`config.mk`:
```
export PLATFORM = sky130hd
export DESIGN_NAME = ppn_panel
export DESIGN_NICKNAME = d
export VERILOG_FILES = /design/src/rtl/ppn_pkg.sv /design/src/rtl/ppn_panel.sv
export SDC_FILE = /design/constraint.sdc
export NUM_CORES = 1
export LEC_CHECK = 0
export BUFFER_PORTS_ARGS = -buffer_cell sky130_fd_sc_hd__buf_2
export CAP_MARGIN = 20
export CORE_MARGIN = 2
export CORE_UTILIZATION = 46
export DETAILED_ROUTE_END_ITERATION = 10
export PLACE_DENSITY = 0.75
export REMOVE_ABC_BUFFERS = 1
export SYNTH_ARGS = -nofsm -noshare
export SYNTH_HDL_FRONTEND = slang
export SYNTH_SLANG_ARGS = --single-unit
```
`constraint.sdc`:
```
create_clock -name clk_sys_i -period 3 [get_ports clk_sys_i]
set_clock_uncertainty 0.05 [all_clocks]
set_input_delay 0.3 -clock clk_sys_i [delete_from_list [all_inputs] [get_ports clk_sys_i]]
set_output_delay 0.3 -clock clk_sys_i [all_outputs]
set_load 0.02 [all_outputs]
```
`src/rtl/ppn_pkg.sv`:
```
// Package for the pushbutton one-shot and mode panel.
// Assumes a 32-bit AXI4-Lite register bus and one 25 MHz system clock.
package ppn_pkg;

    ////////////////////////////////////////////////////////////////////////////////
    // Channel count and one-shot timing.
    localparam int PPN_NUM_CHAN = 10;
    localparam int PPN_CLK_HZ = 25000000;
    localparam int PPN_PULSE_MS = 17;
    // Pulse width in cycles: 17 ms at 25 MHz gives 425000 cycles.
    localparam int PPN_PULSE_CYC = (PPN_PULSE_MS * (PPN_CLK_HZ / 1000));
    localparam int PPN_CNT_W = 20;

    ////////////////////////////////////////////////////////////////////////////////
    // Register byte offsets.
    localparam logic [3:0] PPN_OFF_CMD = 4'h0;
    localparam logic [3:0] PPN_OFF_DATA = 4'h4;
    localparam logic [3:0] PPN_OFF_STATUS = 4'h8;
    localparam logic [3:0] PPN_OFF_PULSE = 4'hC;

    ////////////////////////////////////////////////////////////////////////////////
    // Field positions.
    localparam int PPN_CMD_LSB = 0;
    localparam int PPN_CMD_W = 3;
    localparam int PPN_DATA_LETTER_BIT = 10;
    localparam int PPN_STAT_REMOTE_BIT = 16;
    localparam int PPN_STAT_LOCKOUT_BIT = 17;
    localparam int PPN_STAT_LISTEN_BIT = 18;

    ////////////////////////////////////////////////////////////////////////////////
    // Bus command codes written to the command register.
    localparam logic [2:0] PPN_CMD_REMOTE = 3'h1;
    localparam logic [2:0] PPN_CMD_LISTEN = 3'h2;
    localparam logic [2:0] PPN_CMD_LOCKOUT = 3'h3;
    localparam logic [2:0] PPN_CMD_GTL = 3'h4;
    localparam logic [2:0] PPN_CMD_CLR_LOCKOUT = 3'h5;
    localparam logic [2:0] PPN_CMD_PANEL_RESET = 3'h6;

    ////////////////////////////////////////////////////////////////////////////////
    // Reset values.
    localparam logic [9:0] PPN_RST_CHAN = 10'h3FF;
    localparam logic PPN_RST_REMOTE = 1'b0;
    localparam logic PPN_RST_LOCKOUT = 1'b0;
    localparam logic PPN_RST_LISTEN = 1'b0;

    ////////////////////////////////////////////////////////////////////////////////
    // AXI response codes.
    localparam logic [1:0] PPN_RESP_OKAY = 2'h0;
    localparam logic [1:0] PPN_RESP_SLVERR = 2'h2;

endpackage

```
`src/rtl/ppn_panel.sv`:
```
// Front-panel one-shots, output-state latches, mode logic and AXI4-Lite slave.
// Assumes synchronous channel button inputs that idle high, a local button that idles low, and a synchronous reset.
//
// Function
// - Ten independent non-retriggerable button pulse generators.
// - Falling button input starts 17 ms pulse.
// - Local mode: pulse clocks matching state flip-flop.
// - Channel LED lit while channel is on.
// - A local press that starts a pulse inverts its channel state.
// - Exactly one mode LED lit, local or remote.
// - Panel reset forces local unless lockout active.
// - Addressing command in remote sets listen flag.
// - Go-to-local command clears the listen flag.
// - Power-up: local mode, all channels on.
// - On-letter data message sets listed channels on.
// - Off-letter data message sets listed channels off.
// - Local mode: state toggles per button pulse.
// - Lockout ignores local button; otherwise selects local.
//
// The AXI4-Lite slave port and the address map are this design's own decisions.
`timescale 1ns/10ps

module ppn_panel
    import ppn_pkg::*;
#(
    parameter int PULSE_CYC = PPN_PULSE_CYC
)
(
    input wire logic clk_sys_i,
    input wire logic srst_i,
    input wire logic [9:0] btn_n_i,
    input wire logic local_btn_i,
    output logic [9:0] chan_led_o,
    output logic [9:0] oneshot_o,
    output logic led_local_o,
    output logic led_remote_o,
    input wire logic [31:0] s_axi_awaddr,
    input wire logic [2:0] s_axi_awprot,
    input wire logic s_axi_awvalid,
    output logic s_axi_awready,
    input wire logic [31:0] s_axi_wdata,
    input wire logic [3:0] s_axi_wstrb,
    input wire logic s_axi_wvalid,
    output logic s_axi_wready,
    output logic [1:0] s_axi_bresp,
    output logic s_axi_bvalid,
    input wire logic s_axi_bready,
    input wire logic [31:0] s_axi_araddr,
    input wire logic [2:0] s_axi_arprot,
    input wire logic s_axi_arvalid,
    output logic s_axi_arready,
    output logic [31:0] s_axi_rdata,
    output logic [1:0] s_axi_rresp,
    output logic s_axi_rvalid,
    input wire logic s_axi_rready
);

    ////////////////////////////////////////////////////////////////////////////////
    // Declarations.
    localparam logic [PPN_CNT_W-1:0] PULSE_LAST = PPN_CNT_W'(PULSE_CYC - 1);

    logic [9:0] btn_prev;
    logic [9:0] pulse_start;
    logic [9:0] pulse_active;
    logic [9:0] chan_state;
    logic [9:0] next_chan_state;
    logic remote;
    logic next_remote;
    logic lockout;
    logic next_lockout;
    logic listen;
    logic next_listen;

    logic aw_full;
    logic [3:0] aw_addr;
    logic w_full;
    logic [31:0] w_data;
    logic [3:0] w_strb;
    logic wr_fire;
    logic rd_fire;
    logic wr_is_cmd;
    logic wr_is_data;
    logic wr_is_ro;
    logic [3:0] ar_off;
    logic rd_hit;
    logic [31:0] rd_word;
    logic [2:0] cmd_code;
    logic cmd_valid;
    logic data_valid;
    logic data_letter_on;
    logic [9:0] data_mask;

    logic cmd_remote;
    logic cmd_listen;
    logic cmd_lockout;
    logic cmd_gtl;
    logic cmd_clr_lockout;
    logic cmd_panel_reset;
    logic local_mode;
    logic local_btn_take;
    logic [9:0] toggle_mask;
    logic [9:0] msg_mask;

    ////////////////////////////////////////////////////////////////////////////////
    // One-shot per button: a falling input starts a pulse only when idle.
    // A press during a pulse is dropped, so the pulse never stretches.
    always_ff @(posedge clk_sys_i)
    begin
        if (srst_i)
        begin
            btn_prev <= 10'h3FF;
        end
        else
        begin
            btn_prev <= btn_n_i;
        end
    end

    genvar gi;
    generate
        for (gi = 0; gi < PPN_NUM_CHAN; gi = gi + 1)
        begin : g_shot
            logic [PPN_CNT_W-1:0] cnt;
            logic busy;

            // Start on a high-to-low edge of the button while no pulse runs.
            assign pulse_start[gi] = btn_prev[gi] & ~btn_n_i[gi] & ~busy;
            assign pulse_active[gi] = busy;

            // Count the pulse width up to the derived terminal count.
            always_ff @(posedge clk_sys_i)
            begin
                if (srst_i)
                begin
                    busy <= 1'b0;
                    cnt <= '0;
                end
                else if (pulse_start[gi])
                begin
                    busy <= 1'b1;
                    cnt <= '0;
                end
                else if (busy)
                begin
                    cnt <= cnt + PPN_CNT_W'(1);
                    busy <= (cnt != PULSE_LAST);
                end
            end
        end
    endgenerate

    ////////////////////////////////////////////////////////////////////////////////
    // AXI4-Lite write side: address and data are latched in either order.
    assign s_axi_awready = ~aw_full & ~s_axi_bvalid;
    assign s_axi_wready = ~w_full & ~s_axi_bvalid;
    assign wr_fire = aw_full & w_full & ~s_axi_bvalid;

    always_ff @(posedge clk_sys_i)
    begin
        if (srst_i)
        begin
            aw_full <= 1'b0;
            aw_addr <= 4'h0;
        end
        else if (s_axi_awvalid & s_axi_awready)
        begin
            aw_full <= 1'b1;
            aw_addr <= s_axi_awaddr[3:0];
        end
        else if (wr_fire)
        begin
            aw_full <= 1'b0;
        end
    end

    always_ff @(posedge clk_sys_i)
    begin
        if (srst_i)
        begin
            w_full <= 1'b0;
            w_data <= 32'h0000_0000;
            w_strb <= 4'h0;
        end
        else if (s_axi_wvalid & s_axi_wready)
        begin
            w_full <= 1'b1;
            w_data <= s_axi_wdata;
            w_strb <= s_axi_wstrb;
        end
        else if (wr_fire)
        begin
            w_full <= 1'b0;
        end
    end

    // Write decode: command and data registers act, read-only ones ignore.
    assign wr_is_cmd = (aw_addr == PPN_OFF_CMD);
    assign wr_is_data = (aw_addr == PPN_OFF_DATA);
    assign wr_is_ro = (aw_addr == PPN_OFF_STATUS) | (aw_addr == PPN_OFF_PULSE);
    assign cmd_valid = wr_fire & wr_is_cmd & w_strb[0];
    assign cmd_code = w_data[PPN_CMD_LSB +: PPN_CMD_W];
    assign data_valid = wr_fire & wr_is_data & (w_strb[1:0] == 2'h3);
    assign data_letter_on = w_data[PPN_DATA_LETTER_BIT];
    assign data_mask = w_data[PPN_NUM_CHAN-1:0];

    // Write response goes out the cycle after both halves are present.
    always_ff @(posedge clk_sys_i)
    begin
        if (srst_i)
        begin
            s_axi_bvalid <= 1'b0;
            s_axi_bresp <= PPN_RESP_OKAY;
        end
        else if (wr_fire)
        begin
            s_axi_bvalid <= 1'b1;
            s_axi_bresp <= (wr_is_cmd | wr_is_data | wr_is_ro) ? PPN_RESP_OKAY : PPN_RESP_SLVERR;
        end
        else if (s_axi_bready)
        begin
            s_axi_bvalid <= 1'b0;
        end
    end

    ////////////////////////////////////////////////////////////////////////////////
    // AXI4-Lite read side: one read in flight, answered the next cycle.
    assign s_axi_arready = ~s_axi_rvalid;
    assign rd_fire = s_axi_arvalid & s_axi_arready;
    assign ar_off = s_axi_araddr[3:0];
    assign rd_hit = (ar_off == PPN_OFF_CMD) | (ar_off == PPN_OFF_DATA)
                  | (ar_off == PPN_OFF_STATUS) | (ar_off == PPN_OFF_PULSE);

    // Read mux: status shows the live latches and mode flags.
    always_comb
    begin
        rd_word = 32'h0000_0000;
        if (ar_off == PPN_OFF_STATUS)
        begin
            rd_word[PPN_NUM_CHAN-1:0] = chan_state;
            rd_word[PPN_STAT_REMOTE_BIT] = remote;
            rd_word[PPN_STAT_LOCKOUT_BIT] = lockout;
            rd_word[PPN_STAT_LISTEN_BIT] = listen;
        end
        else if (ar_off == PPN_OFF_PULSE)
        begin
            rd_word[PPN_NUM_CHAN-1:0] = pulse_active;
        end
    end

    always_ff @(posedge clk_sys_i)
    begin
        if (srst_i)
        begin
            s_axi_rvalid <= 1'b0;
            s_axi_rdata <= 32'h0000_0000;
            s_axi_rresp <= PPN_RESP_OKAY;
        end
        else if (rd_fire)
        begin
            s_axi_rvalid <= 1'b1;
            s_axi_rdata <= rd_word;
            s_axi_rresp <= rd_hit ? PPN_RESP_OKAY : PPN_RESP_SLVERR;
        end
        else if (s_axi_rready)
        begin
            s_axi_rvalid <= 1'b0;
        end
    end

    ////////////////////////////////////////////////////////////////////////////////
    // Command decode.
    assign cmd_remote = cmd_valid & (cmd_code == PPN_CMD_REMOTE);
    assign cmd_listen = cmd_valid & (cmd_code == PPN_CMD_LISTEN);
    assign cmd_lockout = cmd_valid & (cmd_code == PPN_CMD_LOCKOUT);
    assign cmd_gtl = cmd_valid & (cmd_code == PPN_CMD_GTL);
    assign cmd_clr_lockout = cmd_valid & (cmd_code == PPN_CMD_CLR_LOCKOUT);
    assign cmd_panel_reset = cmd_valid & (cmd_code == PPN_CMD_PANEL_RESET);

    ////////////////////////////////////////////////////////////////////////////////
    // Mode flags: remote, lockout and listen.
    assign local_mode = ~remote;
    assign local_btn_take = local_btn_i & ~lockout;

    always_comb
    begin
        next_remote = remote;
        if (cmd_remote)
        begin
            next_remote = 1'b1;
        end
        else if (cmd_gtl | local_btn_take)
        begin
            next_remote = 1'b0;
        end
        else if (cmd_panel_reset & ~lockout)
        begin
            next_remote = 1'b0;
        end
    end

    // Lockout is set and cleared only by bus commands.
    assign next_lockout = cmd_lockout | (lockout & ~cmd_clr_lockout);

    // Listen needs remote mode; go-to-local always clears it.
    always_comb
    begin
        next_listen = listen;
        if (cmd_gtl)
        begin
            next_listen = 1'b0;
        end
        else if (cmd_listen & remote)
        begin
            next_listen = 1'b1;
        end
    end

    always_ff @(posedge clk_sys_i)
    begin
        if (srst_i)
        begin
            remote <= PPN_RST_REMOTE;
            lockout <= PPN_RST_LOCKOUT;
            listen <= PPN_RST_LISTEN;
        end
        else
        begin
            remote <= next_remote;
            lockout <= next_lockout;
            listen <= next_listen;
        end
    end

    ////////////////////////////////////////////////////////////////////////////////
    // Output-state latches: local pulses toggle, data messages set or clear.
    assign toggle_mask = local_mode ? pulse_start : 10'h000;
    assign msg_mask = (data_valid & remote & listen) ? data_mask : 10'h000;

    always_comb
    begin
        next_chan_state = chan_state ^ toggle_mask;
        if (data_letter_on)
        begin
            next_chan_state = next_chan_state | msg_mask;
        end
        else
        begin
            next_chan_state = next_chan_state & ~msg_mask;
        end
    end

    always_ff @(posedge clk_sys_i)
    begin
        if (srst_i)
        begin
            chan_state <= PPN_RST_CHAN;
        end
        else
        begin
            chan_state <= next_chan_state;
        end
    end

    ////////////////////////////////////////////////////////////////////////////////
    // Indicator outputs, straight from flip-flops; led_local_o inverts remote.
    assign chan_led_o = chan_state;
    assign oneshot_o = pulse_active;
    assign led_local_o = ~remote;
    assign led_remote_o = remote;

endmodule

```
After elaboration in Yosys (flattened, before gate mapping)
Cells that the tools add are included.
Word-level totals
  word-level logic and storage cells: 206
  output and inout bits: 63
  register bits after elaboration: 271
  input port bits: 124
Cells by class
  equal/unequal tests: 23
  bitwise gates (word level): 82
  add/sub/neg operators: 10
  reduce and logical (&&, ||, !) cells: 18
  mux-type cells: 38
Operators by type and width (count)
  $add A20 B1 Y20 const B: 10
  $ne A20 B19 Y1 const B: 10
  $mux W10: 5
  $and A1 B1 Y1: 43
  $mux W1: 30
  $not A1 Y1: 27
  $reduce_or A2 Y1: 11
  $eq A4 B4 Y1 const B: 4
  $and A10 B10 Y10: 1
  $not A10 Y10: 1
  $or A10 B10 Y10: 1
  $xor A10 B10 Y10: 1
  $eq A3 B3 Y1 const B: 3
  $eq A4 B3 Y1 const B: 2
  $logic_not A4 Y1: 2
  $or A1 B1 Y1: 8
  $reduce_bool A2 Y1: 4
  $eq A3 B2 Y1 const B: 2
  $mux W2: 2
  $eq A3 B1 Y1 const B: 1
  $mux W3: 1
  $reduce_bool A3 Y1: 1
  $eq A2 B2 Y1 const B: 1

Depth between registers and ports, before layout
  depth after elaboration: 10
  depth in mapped cells: 6
  gate-level depth less buffers: 5

Worst setup path before layout
No wires, ideal clock.
  kind: reg-to-reg
  start: register g_shot[1].cnt[0]
  end: register g_shot[1].cnt[14]
  stages on the path, launching flop included: 7
  path slack: 1127 ps
  buffers on the path: 1
  clock period less this slack: 1873 ps
  data required time: 2880 ps
  library setup time: 70 ps
  arrival: 1753 ps
  path through: dfxtp_1 -> ha_1 -> nand3_1 -> or4_1 -> buf_2 -> or4_1 -> a21oi_1
Between the ends
  word-level cells in the longest chain between the ends: 1
RTL lines
  start: declaration: line ppn_panel.sv:123  | logic [PPN_CNT_W-1:0] cnt;
  start signal: assignment: line ppn_panel.sv:145  | cnt <= cnt + PPN_CNT_W'(1);
  $add A20 B1 Y20: line ppn_panel.sv:145
Every way passes these cells.
A chain may end at the register's enable or synchronous reset.

Worst setup path in the final report
  start: register g_shot[8].busy
  end: register g_shot[8].cnt[15]
Between the ends
  word-level cells in the longest chain between the ends: 3
RTL lines
  start: declaration: line ppn_panel.sv:124  | logic busy;
  start signal: assignment: line ppn_panel.sv:146  | busy <= (cnt != PULSE_LAST);
  $not A1 Y1: line ppn_panel.sv:127  | assign pulse_start[gi] = btn_prev[gi] & ~btn_n_i[gi] & ~busy;
  $and A1 B1 Y1: line ppn_panel.sv:127
  $reduce_or A2 Y1 (no line)
  end signal: assignment: line ppn_panel.sv:145
  end: declaration: line ppn_panel.sv:123
Several ways; a longest one is shown, not always the timed one.

==> metrics.csv <==
stage,metric,value,unit
clocking,cts_setup_buffers,0,
floorplan,rows,59,
layout,area_growth_syn_to_layout,14.4,%
pwr,pwr-share-seq,0.474,
placement,place.gp.congestion,0.815,
timing,max_slew_margin,0.463,
layout,final_cells,1886,
timing,setup_viol,0,
clocking,htree_levels,1,
drt,finalWirelength,27900,um
drt,avgRoutedWirePerCell,14.8,um
drt,wl_met2,13000,um
setup_path,cpMostUsedCell,or4_1,
logic_synthesis,yosys.area_share.simple,0.281,
global_route,grt_pass1_vias,9567,
logic_synthesis,avgSynthCellArea,8.48,um^2
setup_path,critPathCaptureType,flop,
clocking,cts_made_buffers,29,
clocking,clockBufferDepth,3,
pwr,intPower,6.06,mW
logic_synthesis,async_flop_share,0,
drt,vias,10600,
global_route,grt_pass1_wl,45700,um
worst_hold_path,hold_depth,3,
timing,worst_slew_pin_slew,803,ps
drt,first_iter_violations,730,
setup_path,cp_slowest_stage_delay,650,ps
timing,slew_viol_final,0,
floorplan,ios,187,
pwr,p_sw,1.88,mW
floorplan,coreArea,26200,um^2
logic_synthesis,synth_mux_area_frac,0.0122,
layout,final_common_cell,dfxtp_1,
drt,drc_errors,0,
setup_path,cp_data_arrival_time,2750,ps
floorplan,die_h,168,um
timing,fmax,430,MHz
global_route,grt_use_total,0.191,
setup_path,start_kind,flop,
layout,most-common-layout-cells,"dfxtp_1 (269), nor2_1 (160), a21oi_1 (121), nand2_1 (121), buf_2 (80)",
floorplan,design.die.area,28100,um^2
global_route,grt_max_degree,53,
setup_path,path_buf_inv,0,
logic_synthesis,synth-edff-count,0,
logic_synthesis,synth_ff_type,dfxtp_1,
timing,fin_crit,2320,ps
layout,num-fill-cells,2346,
clocking,clockRootBuffer,clkbuf_16,
clocking,cts_tree,built,
logic_synthesis,synth_top_family_by_area,simple AND/OR/NAND/NOR gates,
global_route,antenna_found_initial,0,
logic_synthesis,synth_warnings,0,
timing,rsz0062_at_grt,no,
layout,final_util,0.539,
layout,nets,1662,
floorplan,die_w,168,um
drt,dr_wl_met3,1450,um
timing,finalHoldViolCount,0,
drt,top_layer,met4,
timing,period_share,0.774,
setup_path,worstPathMaxFanout,12,
timing,whs,51.8,ps
drt,viasPerCell,5.62,
drt,met1_length,12700,um
clocking,clock_sinks,269,
setup_path,reg2regPathDepth,4,
placement,dp_hpwl,18700,um
pwr,p_sw_frac,0.237,
setup_path,worst-setup-path-type,reg2reg,
logic_synthesis,yosysUniqueCellTypes,51,
drt,detail_route.first_pass.iterations,5,
global_route,overflow,0,
pwr,vdd_drop_max,569,uV
placement,dp.cells,1802,
logic_synthesis,synth_xor_xnor_area_share,0.0809,
logic_synthesis,netlist_area,12300,um^2
logic_synthesis,synth_compound_area_frac,0.125,
logic_synthesis,synth_fa_ha_area_frac,0.0101,
pwr,power_density,563,nW/um^2
timing,setup_tns,0,ps
setup_path,cp.depth,4,
setup_path,critPathRequiredTime,3420,ps
setup_path,critPathTopFamily,simple AND/OR/NAND/NOR gates,
pwr,pwr-share-comb,0.067,
setup_path,path_cells,"nand4_1, or4_1, or4_1, a21oi_1",
pwr,clkPwrFrac,0.460,
floorplan,start_util,0.471,
worst_hold_path,hp-class,in2reg,
drt,drtAntennaViolNets,0,
run,maxCapViolCount,0,
run_status,status,finished clean,
logic_synthesis,ys_seq_area_frac,0.437,
clocking,clock_latency,560,ps
setup_path,cpMaxStageDelayCell,or4_1,
pwr,p_leak,4.79,nW
layout,drive_above_1_share,0.110,
logic_synthesis,syn_inst,1455,
placement,io_buffers,80,
logic_synthesis,synth-seq-cells,269,
clocking,post_cts_resized,0,
clocking,path_clk_slew,70,ps
worst min-delay path: stages:
cell      delay, ps
buf_2           110
nor2_1          110
a211oi_1         80
power groups by stage:
| stage | sequential, mW | combinational (mW) | clock [mW] |
|---|---|---|---|
| 3_3_place_gp | 3.83 | 0.488 | 0 |
| 3_5_place_dp | 3.84 | 0.498 | 0 |
| 4_1_cts | 3.76 | 0.532 | 3.73 |
| 2_1_floorplan | 3.86 | 0.268 | 0 |
| 5_1_grt | 3.77 | 0.582 | 3.88 |
| 6_report | 3.76 | 0.530 | 3.65 |
through the flow:
step,area [um^2],setup WS [ps],power (mW)
3_5_place_dp,12800,734,4.34
2_1_floorplan,11900,389,4.13
3_3_place_gp,12800,809,4.32
4_1_cts,14100,684,8.02
5_1_grt,14100,556,8.23
6_report,14100,677,7.95
flip-flops by register name, summed over array words and instances (netlist names), 2 cells and up:
| signal | cells |
|---|---|
| g_shot.busy | 10 |
| aw_addr | 4 |
| s_axi_rdata | 13 |
| g_shot.cnt | 200 |
| w_data | 11 |
| btn_prev | 10 |
| w_strb | 2 |
| chan_led_o | 10 |
kinds of logic (layout without fill, tap and decap cells):
family | Yosys count | in the layout
buffers and inverters | 141 | 216
flip-flops | 269 | 269
AND/OR/NAND/NOR | 645 | 645
XOR/XNOR | 114 | 114
AO/OA/AOI/OAI | 260 | 260
adder cells (fa/ha/maj) | 10 | 10
other | 1 | 22
multiplexers | 15 | 15
per-layer routing:
layer,GRT usage,vias to the layer above
met5,0,-
met4,0.0635,0
met3,0.0260,55
met2,0.323,248
met1,0.253,4978
li1,-,5321
repair_timing:
item                       4_1_cts  5_1_grt
setup endpoints to repair        0        0
hold buffers                    30        0
hold endpoints to repair        29        0
area by class of cell:
type                            instances  area [um^2]  share of cell area
Tap cell                              335          419              0.0297
Antenna cell                            1         2.50            0.000177
Inverter                               40          150              0.0106
Clock buffer                           45          886              0.0628
Multi-Input combinational cell       1065         6360               0.451
Sequential cell                       269         5390               0.382
Clock inverter                          8          111             0.00789
Timing Repair Buffer                  123          798              0.0566
worst paths after layout:
check / to / start / slack [ps]
min: s_axi_rresp[1]$_SDFFE_PP0P_ / s_axi_araddr[0] / 50
max reg2reg: g_shot[8].cnt[15]$_SDFFE_PP0P_ / g_shot[8].busy$_SDFF_PP0_ / 680
max: g_shot[8].cnt[15]$_SDFFE_PP0P_ / g_shot[8].busy$_SDFF_PP0_ / 680
min reg2reg: w_strb[0]$_SDFFE_PP0P_ / w_strb[0]$_SDFFE_PP0P_ / 400
Yosys cell counts, types with 31 or more instances:
| cell type | number | share of area |
|---|---|---|
| a21oi_1 | 121 | 0.049 |
| or3_1 | 49 | 0.025 |
| or4_1 | 47 | 0.029 |
| xor2_1 | 51 | 0.036 |
| nand2_1 | 121 | 0.037 |
| xnor2_1 | 63 | 0.045 |
| nand4_1 | 46 | 0.023 |
| dfxtp_1 | 269 | 0.44 |
| nand3_1 | 56 | 0.023 |
| clkbuf_1 | 45 | 0.014 |
| nor2_1 | 160 | 0.049 |
| nor3_1 | 31 | 0.013 |
| o21ai_0 | 67 | 0.027 |
| inv_1 | 40 | 0.012 |
| buf_4 | 32 | 0.019 |
(Power assumes the default switching activity.)
